[src/shared/lsd_pkg.sv]
// Package: register map, field layout and scan constants of the LED/LCD scan driver
`default_nettype none

package lsd_pkg;

  // ----------------------------------------------------------------
  // Bus and array sizes
  // ----------------------------------------------------------------
  localparam int ADDR_W    = 6;
  localparam int DATA_W    = 8;
  localparam int NUM_DATA  = 32;
  localparam int NUM_COM   = 8;
  localparam int MAX_DIG   = 15;
  localparam int DIV_W     = 12;
  localparam int PRE_W     = 8;

  // ----------------------------------------------------------------
  // Register offsets
  // ----------------------------------------------------------------
  localparam logic [ADDR_W-1:0] ADDR_DATA_LAST = 6'h1f;
  localparam logic [ADDR_W-1:0] ADDR_DIVL      = 6'h20;
  localparam logic [ADDR_W-1:0] ADDR_DIVH      = 6'h21;
  localparam logic [ADDR_W-1:0] ADDR_CFG       = 6'h22;
  localparam logic [ADDR_W-1:0] ADDR_SCAN      = 6'h23;
  localparam logic [ADDR_W-1:0] ADDR_POL       = 6'h24;
  localparam logic [ADDR_W-1:0] ADDR_STAT      = 6'h25;

  // ----------------------------------------------------------------
  // Field positions
  // ----------------------------------------------------------------
  localparam int DIVH_MODE_LSB  = 5;
  localparam int CFG_BLANK_BIT  = 3;
  localparam int POL_SEG_BIT    = 7;
  localparam int POL_COM_BIT    = 6;
  localparam int STAT_PHASE_BIT = 7;

  // ----------------------------------------------------------------
  // Scan constants
  // ----------------------------------------------------------------
  localparam logic [PRE_W-1:0] PRE_MAX      = 8'hff;
  localparam logic [3:0]       DIG_CNT_MAX  = 4'he;
  localparam logic [7:0]       BYTE_ZERO    = 8'h00;

  // Display mode field
  typedef enum logic [1:0] {
    LSD_MODE_OFF    = 2'b00,
    LSD_MODE_LCD    = 2'b01,
    LSD_MODE_EXT    = 2'b10,
    LSD_MODE_DIRECT = 2'b11
  } lsd_mode_e;

  // Software configuration carried as one bundle
  typedef struct packed {
    lsd_mode_e        mode;
    logic [DIV_W-1:0] div;
    logic             display_blank;
    logic             common_polarity;
    logic             segment_polarity;
    logic [3:0]       scan_sel;
    logic [5:0]       led_brightness_level;
  } lsd_cfg_s;

  localparam lsd_cfg_s CFG_RESET = '0;

endpackage

`default_nettype wire

[src/rtl/lsd_scan_driver.sv]
// Top: LED direct/external drive and LCD common scan controller with register port
//
// Function
// - Mode 11 selects LED direct drive
// - Direct drive: eight segments, fifteen digits max
// - Data bytes on commons, segment pins scanned
// - Each digit lit one slot per frame
// - Commons carry pattern, segment pins pick digit
// - Mode 10 selects LED external drive
// - External: commons scanned, duty from duty field
// - External matrix up to 4x32 or 8x28
// - LCD 1/6 duty frame is twelve clocks
// - Data bit n driven in common slot n
// - Direct digit count is field plus one, capped at fifteen
// - Blank forces outputs off, scan keeps running
// - Common polarity (external mode only) zero high, one low active
//
// Design decisions made here: strobed register access and the placing of the registers.
`default_nettype none

module lsd_scan_driver
  import lsd_pkg::*;
#(
  parameter int NUM_SEG = 32
)(
  // Clock and reset
  input  wire logic              clk_sys,
  input  wire logic              sys_rst,
  // Register port
  input  wire logic [ADDR_W-1:0] reg_addr,
  input  wire logic [DATA_W-1:0] reg_wdata,
  input  wire logic              reg_wr,
  input  wire logic              reg_rd,
  output logic      [DATA_W-1:0] reg_rdata,
  // Display pins
  output logic      [NUM_COM-1:0] com_out,
  output logic      [NUM_SEG-1:0] seg_out,
  output logic                    frame_pulse
);

  // ----------------------------------------------------------------
  // Decode helpers
  // ----------------------------------------------------------------

  // Index of the last scan slot for the configured mode
  function automatic logic [3:0] last_slot(input lsd_cfg_s c);
    logic [3:0] r;
    r = {1'b0, c.scan_sel[2:0]};
    if (c.mode == LSD_MODE_DIRECT)
    begin
      // Field value 15 would ask for a sixteenth digit; clamp to fifteen
      r = (c.scan_sel > DIG_CNT_MAX) ? DIG_CNT_MAX : c.scan_sel;
    end
    return r;
  endfunction

  // ----------------------------------------------------------------
  // Registers
  // ----------------------------------------------------------------
  logic [DATA_W-1:0] data_r   [NUM_DATA];
  logic [DATA_W-1:0] data_nxt [NUM_DATA];
  lsd_cfg_s          cfg_r;
  lsd_cfg_s          cfg_nxt;
  logic [DATA_W-1:0] rdata_r;
  logic [DATA_W-1:0] rdata_nxt;

  // Scan state
  logic [PRE_W-1:0]  pre_r;
  logic [PRE_W-1:0]  pre_nxt;
  logic [DIV_W-1:0]  div_cnt_r;
  logic [DIV_W-1:0]  div_cnt_nxt;
  logic [3:0]        slot_r;
  logic [3:0]        slot_nxt;
  logic              phase_r;
  logic              phase_nxt;
  logic              tick;
  logic              wrap;

  // Output state
  logic [NUM_COM-1:0] com_r;
  logic [NUM_COM-1:0] com_nxt;
  logic [NUM_SEG-1:0] seg_r;
  logic [NUM_SEG-1:0] seg_nxt;
  logic               frame_r;
  logic               frame_nxt;
  logic               pwm_on;

  // ----------------------------------------------------------------
  // Register file
  // ----------------------------------------------------------------

  // Writes land in one cycle; reads answer in the following cycle only
  always_comb
  begin
    data_nxt  = data_r;
    cfg_nxt   = cfg_r;
    rdata_nxt = BYTE_ZERO;
    if (reg_wr)
    begin
      if (reg_addr <= ADDR_DATA_LAST)
      begin
        data_nxt[reg_addr[4:0]] = reg_wdata;
      end
      else
      begin
        unique case (reg_addr)
          ADDR_DIVL: cfg_nxt.div[7:0] = reg_wdata;
          ADDR_DIVH:
          begin
            cfg_nxt.div[DIV_W-1:8] = reg_wdata[3:0];
            cfg_nxt.mode = lsd_mode_e'(reg_wdata[DIVH_MODE_LSB+:2]);
          end
          ADDR_CFG:  cfg_nxt.display_blank = reg_wdata[CFG_BLANK_BIT];
          ADDR_SCAN: cfg_nxt.scan_sel = reg_wdata[3:0];
          ADDR_POL:
          begin
            cfg_nxt.segment_polarity     = reg_wdata[POL_SEG_BIT];
            cfg_nxt.common_polarity      = reg_wdata[POL_COM_BIT];
            cfg_nxt.led_brightness_level = reg_wdata[5:0];
          end
          default: ;
        endcase
      end
    end
    if (reg_rd)
    begin
      if (reg_addr <= ADDR_DATA_LAST)
      begin
        rdata_nxt = data_r[reg_addr[4:0]];
      end
      else
      begin
        unique case (reg_addr)
          ADDR_DIVL: rdata_nxt = cfg_r.div[7:0];
          ADDR_DIVH: rdata_nxt = {1'b0, cfg_r.mode, 1'b0, cfg_r.div[DIV_W-1:8]};
          ADDR_CFG:  rdata_nxt = {4'h0, cfg_r.display_blank, 3'h0};
          ADDR_SCAN: rdata_nxt = {4'h0, cfg_r.scan_sel};
          ADDR_POL:  rdata_nxt = {cfg_r.segment_polarity, cfg_r.common_polarity,
                                  cfg_r.led_brightness_level};
          ADDR_STAT: rdata_nxt = {phase_r, 3'h0, slot_r};
          default:   rdata_nxt = BYTE_ZERO;
        endcase
      end
    end
  end

  always_ff @(posedge clk_sys)
  begin
    if (sys_rst)
    begin
      for (int i = 0; i < NUM_DATA; i++)
      begin
        data_r[i] <= BYTE_ZERO;
      end
      cfg_r   <= CFG_RESET;
      rdata_r <= BYTE_ZERO;
    end
    else
    begin
      data_r  <= data_nxt;
      cfg_r   <= cfg_nxt;
      rdata_r <= rdata_nxt;
    end
  end

  // ----------------------------------------------------------------
  // Display clock and slot sequencer
  // ----------------------------------------------------------------

  // Display clock is clk_sys / 256 / (div + 1); the prescaler also paces the PWM
  // Compare is >= so lowering div mid-count never waits for a 12-bit wrap
  assign tick = (pre_r == PRE_MAX) && (div_cnt_r >= cfg_r.div);
  assign wrap = (slot_r >= last_slot(cfg_r));

  // Slots step only on a display clock tick, from slot 0 up to the last one
  always_comb
  begin
    pre_nxt     = pre_r + 1'b1;
    div_cnt_nxt = div_cnt_r;
    slot_nxt    = slot_r;
    phase_nxt   = phase_r;
    frame_nxt   = 1'b0;
    if (pre_r == PRE_MAX)
    begin
      div_cnt_nxt = tick ? '0 : div_cnt_r + 1'b1;
    end
    if (cfg_r.mode == LSD_MODE_OFF)
    begin
      slot_nxt  = '0;
      phase_nxt = 1'b0;
    end
    else if (tick)
    begin
      if (wrap)
      begin
        slot_nxt  = '0;
        phase_nxt = ~phase_r;
        // LCD frame spans both drive phases, so 1/6 duty gives twelve ticks
        if (cfg_r.mode != LSD_MODE_LCD || phase_r)
        begin
          frame_nxt = 1'b1;
        end
      end
      else
      begin
        slot_nxt = slot_r + 1'b1;
      end
    end
  end

  always_ff @(posedge clk_sys)
  begin
    if (sys_rst)
    begin
      pre_r     <= '0;
      div_cnt_r <= '0;
      slot_r    <= '0;
      phase_r   <= 1'b0;
      frame_r   <= 1'b0;
    end
    else
    begin
      pre_r     <= pre_nxt;
      div_cnt_r <= div_cnt_nxt;
      slot_r    <= slot_nxt;
      phase_r   <= phase_nxt;
      frame_r   <= frame_nxt;
    end
  end

  // ----------------------------------------------------------------
  // Pin drive
  // ----------------------------------------------------------------

  // Brightness window restarts at each 256-clock prescaler wrap, so blank time sits at the end of every prescaler period
  assign pwm_on = (pre_r[PRE_W-1:2] <= cfg_r.led_brightness_level);

  // Outputs are registered from one slot value, so two digits never overlap
  always_comb
  begin
    com_nxt = '0;
    seg_nxt = '0;
    unique case (cfg_r.mode)
      LSD_MODE_DIRECT:
      begin
        com_nxt = data_r[slot_r] & {NUM_COM{pwm_on}};
        for (int i = 0; i < MAX_DIG; i++)
        begin
          seg_nxt[i] = (slot_r == 4'(i)) && pwm_on;
        end
      end
      LSD_MODE_EXT:
      begin
        for (int c = 0; c < NUM_COM; c++)
        begin
          com_nxt[c] = ((slot_r == 4'(c)) && pwm_on) ^ cfg_r.common_polarity;
        end
        // All 32 lanes driven; the matrix size limits which ones a board wires
        for (int i = 0; i < NUM_SEG; i++)
        begin
          seg_nxt[i] = (data_r[i][slot_r[2:0]] && pwm_on) ^ cfg_r.segment_polarity;
        end
      end
      LSD_MODE_LCD:
      begin
        // Digital stand-in for the glass waveform: second half frame inverted
        for (int c = 0; c < NUM_COM; c++)
        begin
          com_nxt[c] = (slot_r == 4'(c)) ^ phase_r;
        end
        for (int i = 0; i < NUM_SEG; i++)
        begin
          seg_nxt[i] = data_r[i][slot_r[2:0]] ^ phase_r;
        end
      end
      LSD_MODE_OFF:
      begin
        com_nxt = '0;
        seg_nxt = '0;
      end
    endcase
    // Blank drives every com and seg pin to its inactive level; sequencer is untouched
    if (cfg_r.display_blank)
    begin
      com_nxt = (cfg_r.mode == LSD_MODE_EXT) ? {NUM_COM{cfg_r.common_polarity}} : '0;
      seg_nxt = (cfg_r.mode == LSD_MODE_EXT) ? {NUM_SEG{cfg_r.segment_polarity}} : '0;
    end
  end

  always_ff @(posedge clk_sys)
  begin
    if (sys_rst)
    begin
      com_r <= '0;
      seg_r <= '0;
    end
    else
    begin
      com_r <= com_nxt;
      seg_r <= seg_nxt;
    end
  end

  // Every output comes straight from a flip-flop
  assign com_out     = com_r;
  assign seg_out     = seg_r;
  assign frame_pulse = frame_r;
  assign reg_rdata   = rdata_r;

endmodule

`default_nettype wire

[config.mk]
export PLATFORM = sky130hd
export DESIGN_NAME = lsd_scan_driver
export DESIGN_NICKNAME = d
export VERILOG_FILES = /design/src/shared/lsd_pkg.sv /design/src/rtl/lsd_scan_driver.sv
export SDC_FILE = /design/constraint.sdc
export NUM_CORES = 1
export LEC_CHECK = 0
export ABC_AREA = 0
export CORE_MARGIN = 2
export CORE_UTILIZATION = 65
export CTS_CLUSTER_SIZE = 8
export DETAILED_ROUTE_END_ITERATION = 10
export DONT_BUFFER_PORTS = 1
export PLACE_DENSITY = 0.8
export SKIP_CTS_REPAIR_TIMING = 1
export SLEW_MARGIN = 20
export SYNTH_ARGS = -nofsm -noshare
export SYNTH_HDL_FRONTEND = slang
export SYNTH_SLANG_ARGS = --single-unit
export TNS_END_PERCENT = 5
[constraint.sdc]
create_clock -name clk_sys -period 3.35 [get_ports clk_sys]
set_input_delay 0.67 -clock clk_sys [delete_from_list [all_inputs] [get_ports clk_sys]]
set_output_delay 0.67 -clock clk_sys [all_outputs]
set_load 0.05 [all_outputs]
### Yosys cells after proc, flatten, opt, wreduce, memory -nomap -nowiden

Cells that the tools add are included.

| cells by class | value |
|---|---|
| eq/ne operators | 25 |
| add/sub/neg operators | 3 |
| magnitude comparators | 9 |
| bitwise logic cells | 88 |
| mux-type cells | 87 |
| reduce and logical (&&, ||, !) cells | 62 |

Operators with widths:

| kind | count |
|---|---|
| $bwmux W256 | 1 |
| $bmux W1 S3 | 32 |
| $bmux W8 S5 | 2 |
| $xor A1 B1 Y1 | 80 |
| $mux W32 | 2 |
| $mux W8 | 8 |
| $pmux W15 S4 | 1 |
| $logic_and A1 B1 Y1 | 49 |
| $pmux W8 S6 | 1 |
| $demux W8 S5 | 1 |
| $eq A6 B6 Y1 const B | 6 |
| $pmux W17 S2 | 1 |
| $mux W1 | 33 |
| $pmux W8 S4 | 1 |
| $eq A4 B4 Y1 const B | 7 |
| $eq A4 B3 Y1 const B | 4 |
| $reduce_and A3 Y1 | 5 |
| $add A12 B1 Y12 const B | 1 |
| $ge A12 B12 Y1 | 1 |
| $mux W12 | 1 |
| $mux W4 | 3 |
| $add A8 B1 Y8 const B | 1 |
| $and A8 B8 Y8 | 1 |
| $eq A4 B2 Y1 const B | 2 |
| 23 further kinds | 30 |

| storage, ports and cells | value |
|---|---|
| output and inout bits | 49 |
| register bits after elaboration | 357 |
| input bits | 18 |

### Longest topological paths before layout

Gate-level depths: netlist of the first run.

| depth | value |
|---|---|
| depth in word-level cells | 7 |
| depth in mapped cells | 11 |
| mapped depth without buffers | 10 |

### Worst setup path before layout of the first run

Ideal clock, no wire load.

| timing | value |
|---|---|
| path kind | register to register |
| start point | register slot_r[0] |
| end point | register slot_r[3] |
| arrival | 2365 ps |
| buffers on the path | 3 |
| setup time | 70 ps |
| setup slack | 915 ps |
| cell stages (with the launch flop) | 12 |
| cells stage by stage | dfxtp_1 -> buf_2 -> buf_6 -> clkinv_1 -> buf_2 -> ha_1 -> nand2b_1 -> a21o_1 -> a21o_1 -> a21oi_1 -> nand4b_1 -> a21oi_1 |

| between the ends | value |
|---|---|
| word-level cells in the longest chain between the ends | 2 |
| elaborated cells between the ends (all ways) | 3 |
| classes of those cells | add/sub (1); order compare (1); mux (1) |

RTL lines:

| item | line | source |
|---|---|---|
| from (decl) | lsd_scan_driver.sv:72 | `logic [3:0] slot_r;` |
| from (signal assigned) | lsd_scan_driver.sv:225 | `slot_r <= slot_nxt;` |
| $add A4 B1 Y4 / $ge A4 B4 Y1 (equally long branches) | lsd_scan_driver.sv:206, lsd_scan_driver.sv:173 |  |
| $mux W4 * | lsd_scan_driver.sv:194 | `if (wrap)` |

Mark *: on every way between the ends. The rest lies on a longest branch, timed or not.
A chain may end at the register's enable or synchronous reset.

### Worst setup path in the final report of the first run

| timing | value |
|---|---|
| start point | register slot_r[1] |
| end point | register seg_r[13] (netlist: seg_out[13]) |

| between the ends | value |
|---|---|
| word-level cells in the longest chain between the ends | 6 |
| elaborated cells between the ends (all ways) | 9 |
| classes of those cells | eq/ne (1); mux (4); bitwise (2); reduce/logical (2) |

RTL lines:

| item | line | source |
|---|---|---|
| $bmux W1 S3 | lsd_scan_driver.sv:261, lsd_scan_driver.sv:273 |  |
| $mux W1 (implied by the code) | lsd_scan_driver.sv:261, lsd_scan_driver.sv:273 |  |
| $logic_and A1 B1 Y1 | lsd_scan_driver.sv:261 | `seg_nxt[i] = (data_r[i][slot_r[2:0]] && pwm_on) ^ cfg_r.segment_polarity;` |
| $xor A1 B1 Y1 | lsd_scan_driver.sv:261 |  |
| $pmux W15 S4 * | lsd_scan_driver.sv:243 | `unique case (cfg_r.mode)` |
| $mux W32 * | lsd_scan_driver.sv:283 | `if (cfg_r.display_blank)` |
| to (signal assigned) | lsd_scan_driver.sv:300 | `seg_r <= seg_nxt;` |
| to (decl) | lsd_scan_driver.sv:82 | `logic [NUM_SEG-1:0] seg_r;` |

Mark *: on every way between the ends. The rest lies on a longest branch, timed or not. The select of a mux whose other input is x is not followed.

==> flow_metrics.env, run 1 <==
export IMPL_dpl_cell_area_um2=20100
export IMPL_hold_start="sys_rst"
export IMPL_place_port_buffers=0
export IMPL_synthAdderAreaFrac=0.0206
export IMPL_worst_ep_arrival_time_ps=3070
export IMPL_max_stage_delay_ps=570
export IMPL_post_drt_via_cell_ratio=7.05
export IMPL_root_buffer="clkbuf_16"
export IMPL_synth_compound_area_frac=0.0897
export IMPL_synth_net_count=2088
export IMPL_antenna_cells=0
export IMPL_die_width_um=180
export IMPL_syn_area_per_cell_um2=9.86
export IMPL_r2r_cells=7
export IMPL_synth_area_leaders="dfxtp_1 (36%), mux4_2 (19%), mux2i_1 (11%)"
export IMPL_min_to="div_cnt_r[4]"
export IMPL_gp_congestion=0.959
export IMPL_fp_dieArea_um2=32300
export IMPL_area_growth_pct=6.74
export IMPL_yosysWarnings=0
export IMPL_setup_viol_count_final=0
export IMPL_period_needed_ps=2650
export IMPL_slew_viol_final=0
export IMPL_crit_chain="buf_12 > buf_4 > mux4_2 > mux2i_1 > nor2_1 > mux2i_1 > o221ai_1"
export IMPL_initial_core_util=0.658
export IMPL_synth_edff_count=0
export IMPL_grt_pass1_vias=15900
export IMPL_rsz0062_at_grt="false"
export IMPL_worst_pin_slew_ps=1030
export IMPL_yosys_area_share_xor_xnor=0.0318
export IMPL_cts_htree_levels=2
export IMPL_fin_hold_ws_ps=197
export IMPL_wl_met1_mm=22.2
export IMPL_clockBufferDepth=3
export IMPL_critPathRequiredTime_ps=3770
export IMPL_drive_gt1_frac=0.156
export IMPL_grt_max_degree=317
export IMPL_start_kind="flip-flop"
export IMPL_hold_class="primary input to flip-flop"
export IMPL_fmax_mhz=377
export IMPL_final_setup_tns_ps=0
export IMPL_grt_overflow_total=0
export IMPL_dp_hpwl_mm=38.3
export IMPL_final_cell_area_um2=21400
export IMPL_skew_ps=19.6
export IMPL_relSlewSlack=0.314
export IMPL_dr_wl_met2_mm=26.3
export IMPL_clkTransAtPathRegs_ps=50
export IMPL_grt_use_total=0.359
export IMPL_p_leak_uw=0.00747
export IMPL_reg2reg_slack_ps=700
export IMPL_die_y_um=180
export IMPL_rows=64
export IMPL_synthSimpleGateAreaFrac=0.144
export IMPL_ant_nets=0
export IMPL_grt_pass1_wl_mm=91.4
export IMPL_clock_sinks=357
export IMPL_ios=67
export IMPL_antenna_found_initial=0
export IMPL_cts_buffers=50
export IMPL_hold_depth=1
export IMPL_synth_top_family_by_area="multiplexers"
export IMPL_ys_seq_area_frac=0.356
export IMPL_nets=1992
export IMPL_crit_path_end_kind="flip-flop"
export IMPL_yosysMostFrequentCell="dfxtp_1"
export IMPL_synth_top_flop_cell="dfxtp_1"
export IMPL_routedWlPerCell_um=25.2
export IMPL_synthTopCellsByCount="dfxtp_1 (357), nor2_1 (223), mux2i_1 (217)"
export IMPL_synth_cell_type_count=64
export IMPL_vias=16500
export IMPL_status="finished, final reports clean"
export IMPL_dr_wl_met3_mm=7.97
export IMPL_cts_tree="done"
export IMPL_critPathMaxFanout=22
export IMPL_dr_pass1_iters=8
export IMPL_critPathSlowestCell="dfxtp_4"
export IMPL_syn_area_um2=20100
export IMPL_core_area_um2=30500
export IMPL_vdd_ir_drop_max_v=0.000360
export IMPL_ys_ff_latch=357
export IMPL_routed_wl_mm=59.1
export IMPL_p_per_area_nw_per_um2=420
export IMPL_synth_top_cell_by_area="dfxtp_1"
export IMPL_muxShareOfSynthArea=0.311
export IMPL_drtIter0Drc=2439
export IMPL_maxCapViolCount=0
export IMPL_min_period_over_period=0.791
export IMPL_synth_top_area_frac=0.356
export IMPL_top_layer="met4"
export IMPL_drc_errors=0
export IMPL_clk_latency_ps=570
export IMPL_async_reset_ff_frac=0
export IMPL_r2r_start="slot_r[1]"
export IMPL_worstSetupPathType="flip-flop to flip-flop"
export IMPL_postSynthCellCount=2037
export IMPL_r2r_end="seg_out[13]"
export IMPL_hold_violations=0
export IMPL_cp_common_cell="mux2i_1"
## cell type report
type / count / area (um^2)
clock buffers: 54 / 1300
multi-input cells: 1462 / 12000
repair buffers: 38 / 323
fillers: 2220 / 9080
inverters: 32 / 120
well taps: 396 / 495
clock inverters: 2 / 28.8
flip-flops and latches: 357 / 7160
## critical path: cells and delay by family, from the launching register on
family / cells / cell delay, ps
and+or+nand+nor: 1 / 120
DFF: 1 / 570
muxes: 3 / 1200
AOI/OAI and AO/OA: 1 / 110
buffers and inverters: 2 / 490
## per-stage QoR
stage | std cells | total power, uW | utilization | setup slack (ps)
5_1_grt | 2341 | 9220 | 0.703 | 505
6_report | 2341 | 9000 | 0.703 | 700
4_1_cts | 2341 | 9020 | 0.703 | 763
3_5_place_dp | 2285 | 4590 | 0.659 | 774
2_1_floorplan | 2037 | 4700 | - | 915
3_3_place_gp | 2285 | 4590 | 0.659 | 818
## state kept, by name, indices dropped and copies added (netlist names)
signal       count
div_cnt_r       12
com_out          8
pre_r            8
seg_out         32
reg_rdata        8
phase_r          1
frame_pulse      1
data_r         256
cfg_r           27
slot_r           4
## how the worst max path moves through the flow
stage | endpoint | cells after the start | from | slack [ps]
after floorplan | slot_r[3] | 11 | slot_r[0] | 920
after global placement | data_r[58] | 5 | reg_addr[5] | 820
after detailed placement | seg_out[13] | 7 | slot_r[1] | 770
after CTS | seg_out[13] | 7 | slot_r[1] | 760
after global routing | seg_out[13] | 7 | slot_r[1] | 510
final | seg_out[13] | 7 | slot_r[1] | 700
## cell families after synthesis
| group | after synthesis |
|---|---|
| flip-flops | 357 |
| XOR/XNOR | 73 |
| adder cells (fa/ha/maj) | 33 |
| buffers and inverters | 218 |
| AO/OA/AOI/OAI | 317 |
| AND/OR/NAND/NOR | 640 |
| multiplexers | 399 |
## layer usage
metal | GRT usage | vias to the layer above
met5 | 0 | -
met4 | 0.151 | 0
met3 | 0.104 | 208
met2 | 0.543 | 1151
met1 | 0.485 | 7979
li1 | - | 7161
## power breakdown
part | internal (uW) | leakage (uW) | switching (uW)
Sequential | 4270 | 0.00288 | 25.2
Clock | 2690 | 0.000652 | 1800
Combinational | 104 | 0.00394 | 115
Total | 7060 | 0.00747 | 1940
## placed cells by master (no fill, tap or decap), drive strengths merged, types with 4 or more instances in the layout
cell    count
nand3b      4
nor2      232
and2        4
or2         4
and3       10
nor2b      13
o31ai       4
a21o        9
mux2        5
buf        38
o21ai      62
nor3       19
a311oi      4
a22oi       7
nand2b     12
mux4      177
ha         33
and4        4
clkbuf     54
nand4       4
o221ai      6
o22ai      31
nand3     116
dfxtp     357
xor2       10
a21oi     164
nand2     205
a211oi      8
a31oi       8
mux2i     217
xnor2      63
inv        32
(Power assumes the default switching activity.)
==> inputs of run 2 (changes only) <==
CORE_UTILIZATION = 58   (was 65)
PLACE_DENSITY = 0.75   (was 0.8)
clock period = 2.2 ns   (was 3.35 ns; I/O delays follow)
==> run 2 against run 1 <==
Net effect: the run now ends with setup timing left; wire length is 4.8% higher; clock power is 50% higher; clock-buffer cell count is 2 lower; first-iteration DRC count shrank 15%; sequential share of layout area down 1.6 points; final area rose by 5.1%; worst hold slack got worse by 190 ps; critical endpoint is now slot_r[2]; power increased by 52%; core utilization is 4.6 points lower.
==> flow_metrics.env, run 2 (synthesis gave the netlist of run 1 again) <==
export IMPL_status="complete, but fails checks"
export IMPL_violations="setup timing"
export IMPL_dp_hpwl_mm=40.3
export IMPL_hold_violations=0
export IMPL_grt_use_met1=0.457
export IMPL_p_leak_uw=0.00798
export IMPL_setup_viol_count_final=3
export IMPL_clockBufferDepth=3
export IMPL_clkTransAtPathRegs_ps=60
export IMPL_grt_max_degree=317
export IMPL_gp_congestion=0.947
export IMPL_fmax_mhz=449
export IMPL_start_kind="flip-flop"
export IMPL_min_period_over_period=1.01
export IMPL_dr_pass1_iters=6
export IMPL_vdd_ir_drop_max_v=0.000561
export IMPL_drive_gt1_frac=0.211
export IMPL_antenna_cells=0
export IMPL_relSlewSlack=0.556
export IMPL_slew_viol_final=0
export IMPL_rows=68
export IMPL_p_per_area_nw_per_um2=608
export IMPL_pre_cts_ws_ps=-60.7
export IMPL_routed_wl_mm=61.9
export IMPL_initial_core_util=0.586
export IMPL_grt_use_total=0.336
export IMPL_die_width_um=190
export IMPL_grt_overflow_total=0
export IMPL_nets=2090
export IMPL_grtUsageMet3=0.0885
export IMPL_die_y_um=190
export IMPL_fp_dieArea_um2=36100
export IMPL_antenna_found_initial=1
export IMPL_place_port_buffers=0
export IMPL_routedWlPerCell_um=24.8
export IMPL_root_buffer="clkbuf_16"
export IMPL_ant_nets=0
export IMPL_clk_latency_ps=580
export IMPL_layout_setup_ws_ps=-25.9
export IMPL_pwr_share_seq=0.478
export IMPL_drc_errors=0
export IMPL_cts_buffers=50
export IMPL_largest_reg_flops=256
export IMPL_p_sw_frac=0.220
export IMPL_final_cell_mix="dfxtp_1 (348), nor2_1 (223), mux2i_1 (208), nand2_1 (205), mux4_2 (172)"
export IMPL_worstSetupPathType="flip-flop to flip-flop"
export IMPL_grt_pass1_wl_mm=94.3
export IMPL_stdcell_count=2498
export IMPL_vias=17000
export IMPL_cts_tree="done"
export IMPL_maxCapViolCount=0
export IMPL_cts_htree_levels=2
export IMPL_internal_power_uw=10700
export IMPL_comb_power_share=0.029
export IMPL_drtIter0Drc=2070
export IMPL_final_common_cell="dfxtp_1"
export IMPL_rsz0062_at_grt="true"
export IMPL_grt_pass1_vias=16100
export IMPL_worst_pin_slew_ps=665
export IMPL_worst_ep_arrival_time_ps=2730
export IMPL_numPlacedInstances=2429
export IMPL_period_needed_ps=2230
export IMPL_ios=67
export IMPL_hold_class="primary input to flip-flop"
export IMPL_regMostFlops="data_r"
export IMPL_area_growth_pct=12.1
export IMPL_core_area_um2=34300
export IMPL_critPathMaxFanout=3
export IMPL_power_switching_uw=3010
export IMPL_clock_sinks=357
export IMPL_use_met2=0.515
export IMPL_crit_path_end_kind="flip-flop"
export IMPL_critPathRequiredTime_ps=2710
export IMPL_post_drt_via_cell_ratio=6.80
export IMPL_skew_ps=29.7
export IMPL_top_usage_layer="met2"
export IMPL_p_clk_frac=0.493
-- run 2: cell types whose count changed in the layout (fill, tap and decap cells not counted), sizes merged --
cell         change
buf             +97
clkbuf           -2
clkinv           +1
clkinvlp         +1
dlygate4sd3      +1
-- run 2: cell type report --
cell class	count	area, um^2
Clock inverter	4	38.8
Fill cell	2562	11800
Clock buffer	52	1260
Multi-Input combinational cell	1462	12100
Timing Repair Buffer	136	1230
Inverter	32	125
Sequential cell	357	7160
Tap cell	455	569
-- run 2: power groups by stage --
stage	combinational [uW]	sequential, uW	clock [uW]
floorplan	492	6660	0
global placement	346	6670	0
detailed placement	352	6670	0
CTS	354	6540	6780
global route	419	6530	7040
finish	400	6540	6750
-- run 2: per-layer routing --
layer	wire (um)	part of all wire	vias up
li1	-	-	7361
met1	23900	0.39	8296
met2	28000	0.45	1120
met3	7700	0.12	200
met4	2380	0.038	2
met5	18	0.00029	-
-- run 2: per-stage QoR --
| stage | hold WS [ps] | TNS, ps | instance area [um^2] | total power [uW] | util |
|---|---|---|---|---|---|
| after CTS | -62.2 | -468 | 22200 | 13700 | 0.649 |
| after global placement | 446 | 0 | 20900 | 7010 | 0.611 |
| after floorplan | 430 | -70.1 | 20100 | 7150 | - |
| after detailed placement | 451 | -295 | 20900 | 7020 | 0.611 |
| after global routing | 0.977 | -1160 | 22500 | 14000 | 0.657 |
| final | 6.39 | -43.1 | 22500 | 13700 | 0.657 |
-- run 2: critical path, cell delays in order, from the launching register on --
cell      delay, ps
dfxtp_2         330
ha_1            130
nand2_1          70
o31a_1          250
ha_1            270
nand2b_1        150
a21o_1          180
a21o_1          200
a211oi_1        270
o21ai_0         130
a21oi_1         170
-- run 2: final timing paths --
path / start / to / slack [ps] / depth (start not counted)
worst max-delay path: cfg_r[26] / slot_r[2] / -30 / 10
worst min-delay path: reg_wdata[5] / data_r[149] / 6 / 2
worst max register to register: cfg_r[26] / slot_r[2] / -30 / 10
worst min register to register: pre_r[0] / pre_r[0] / 470 / 1
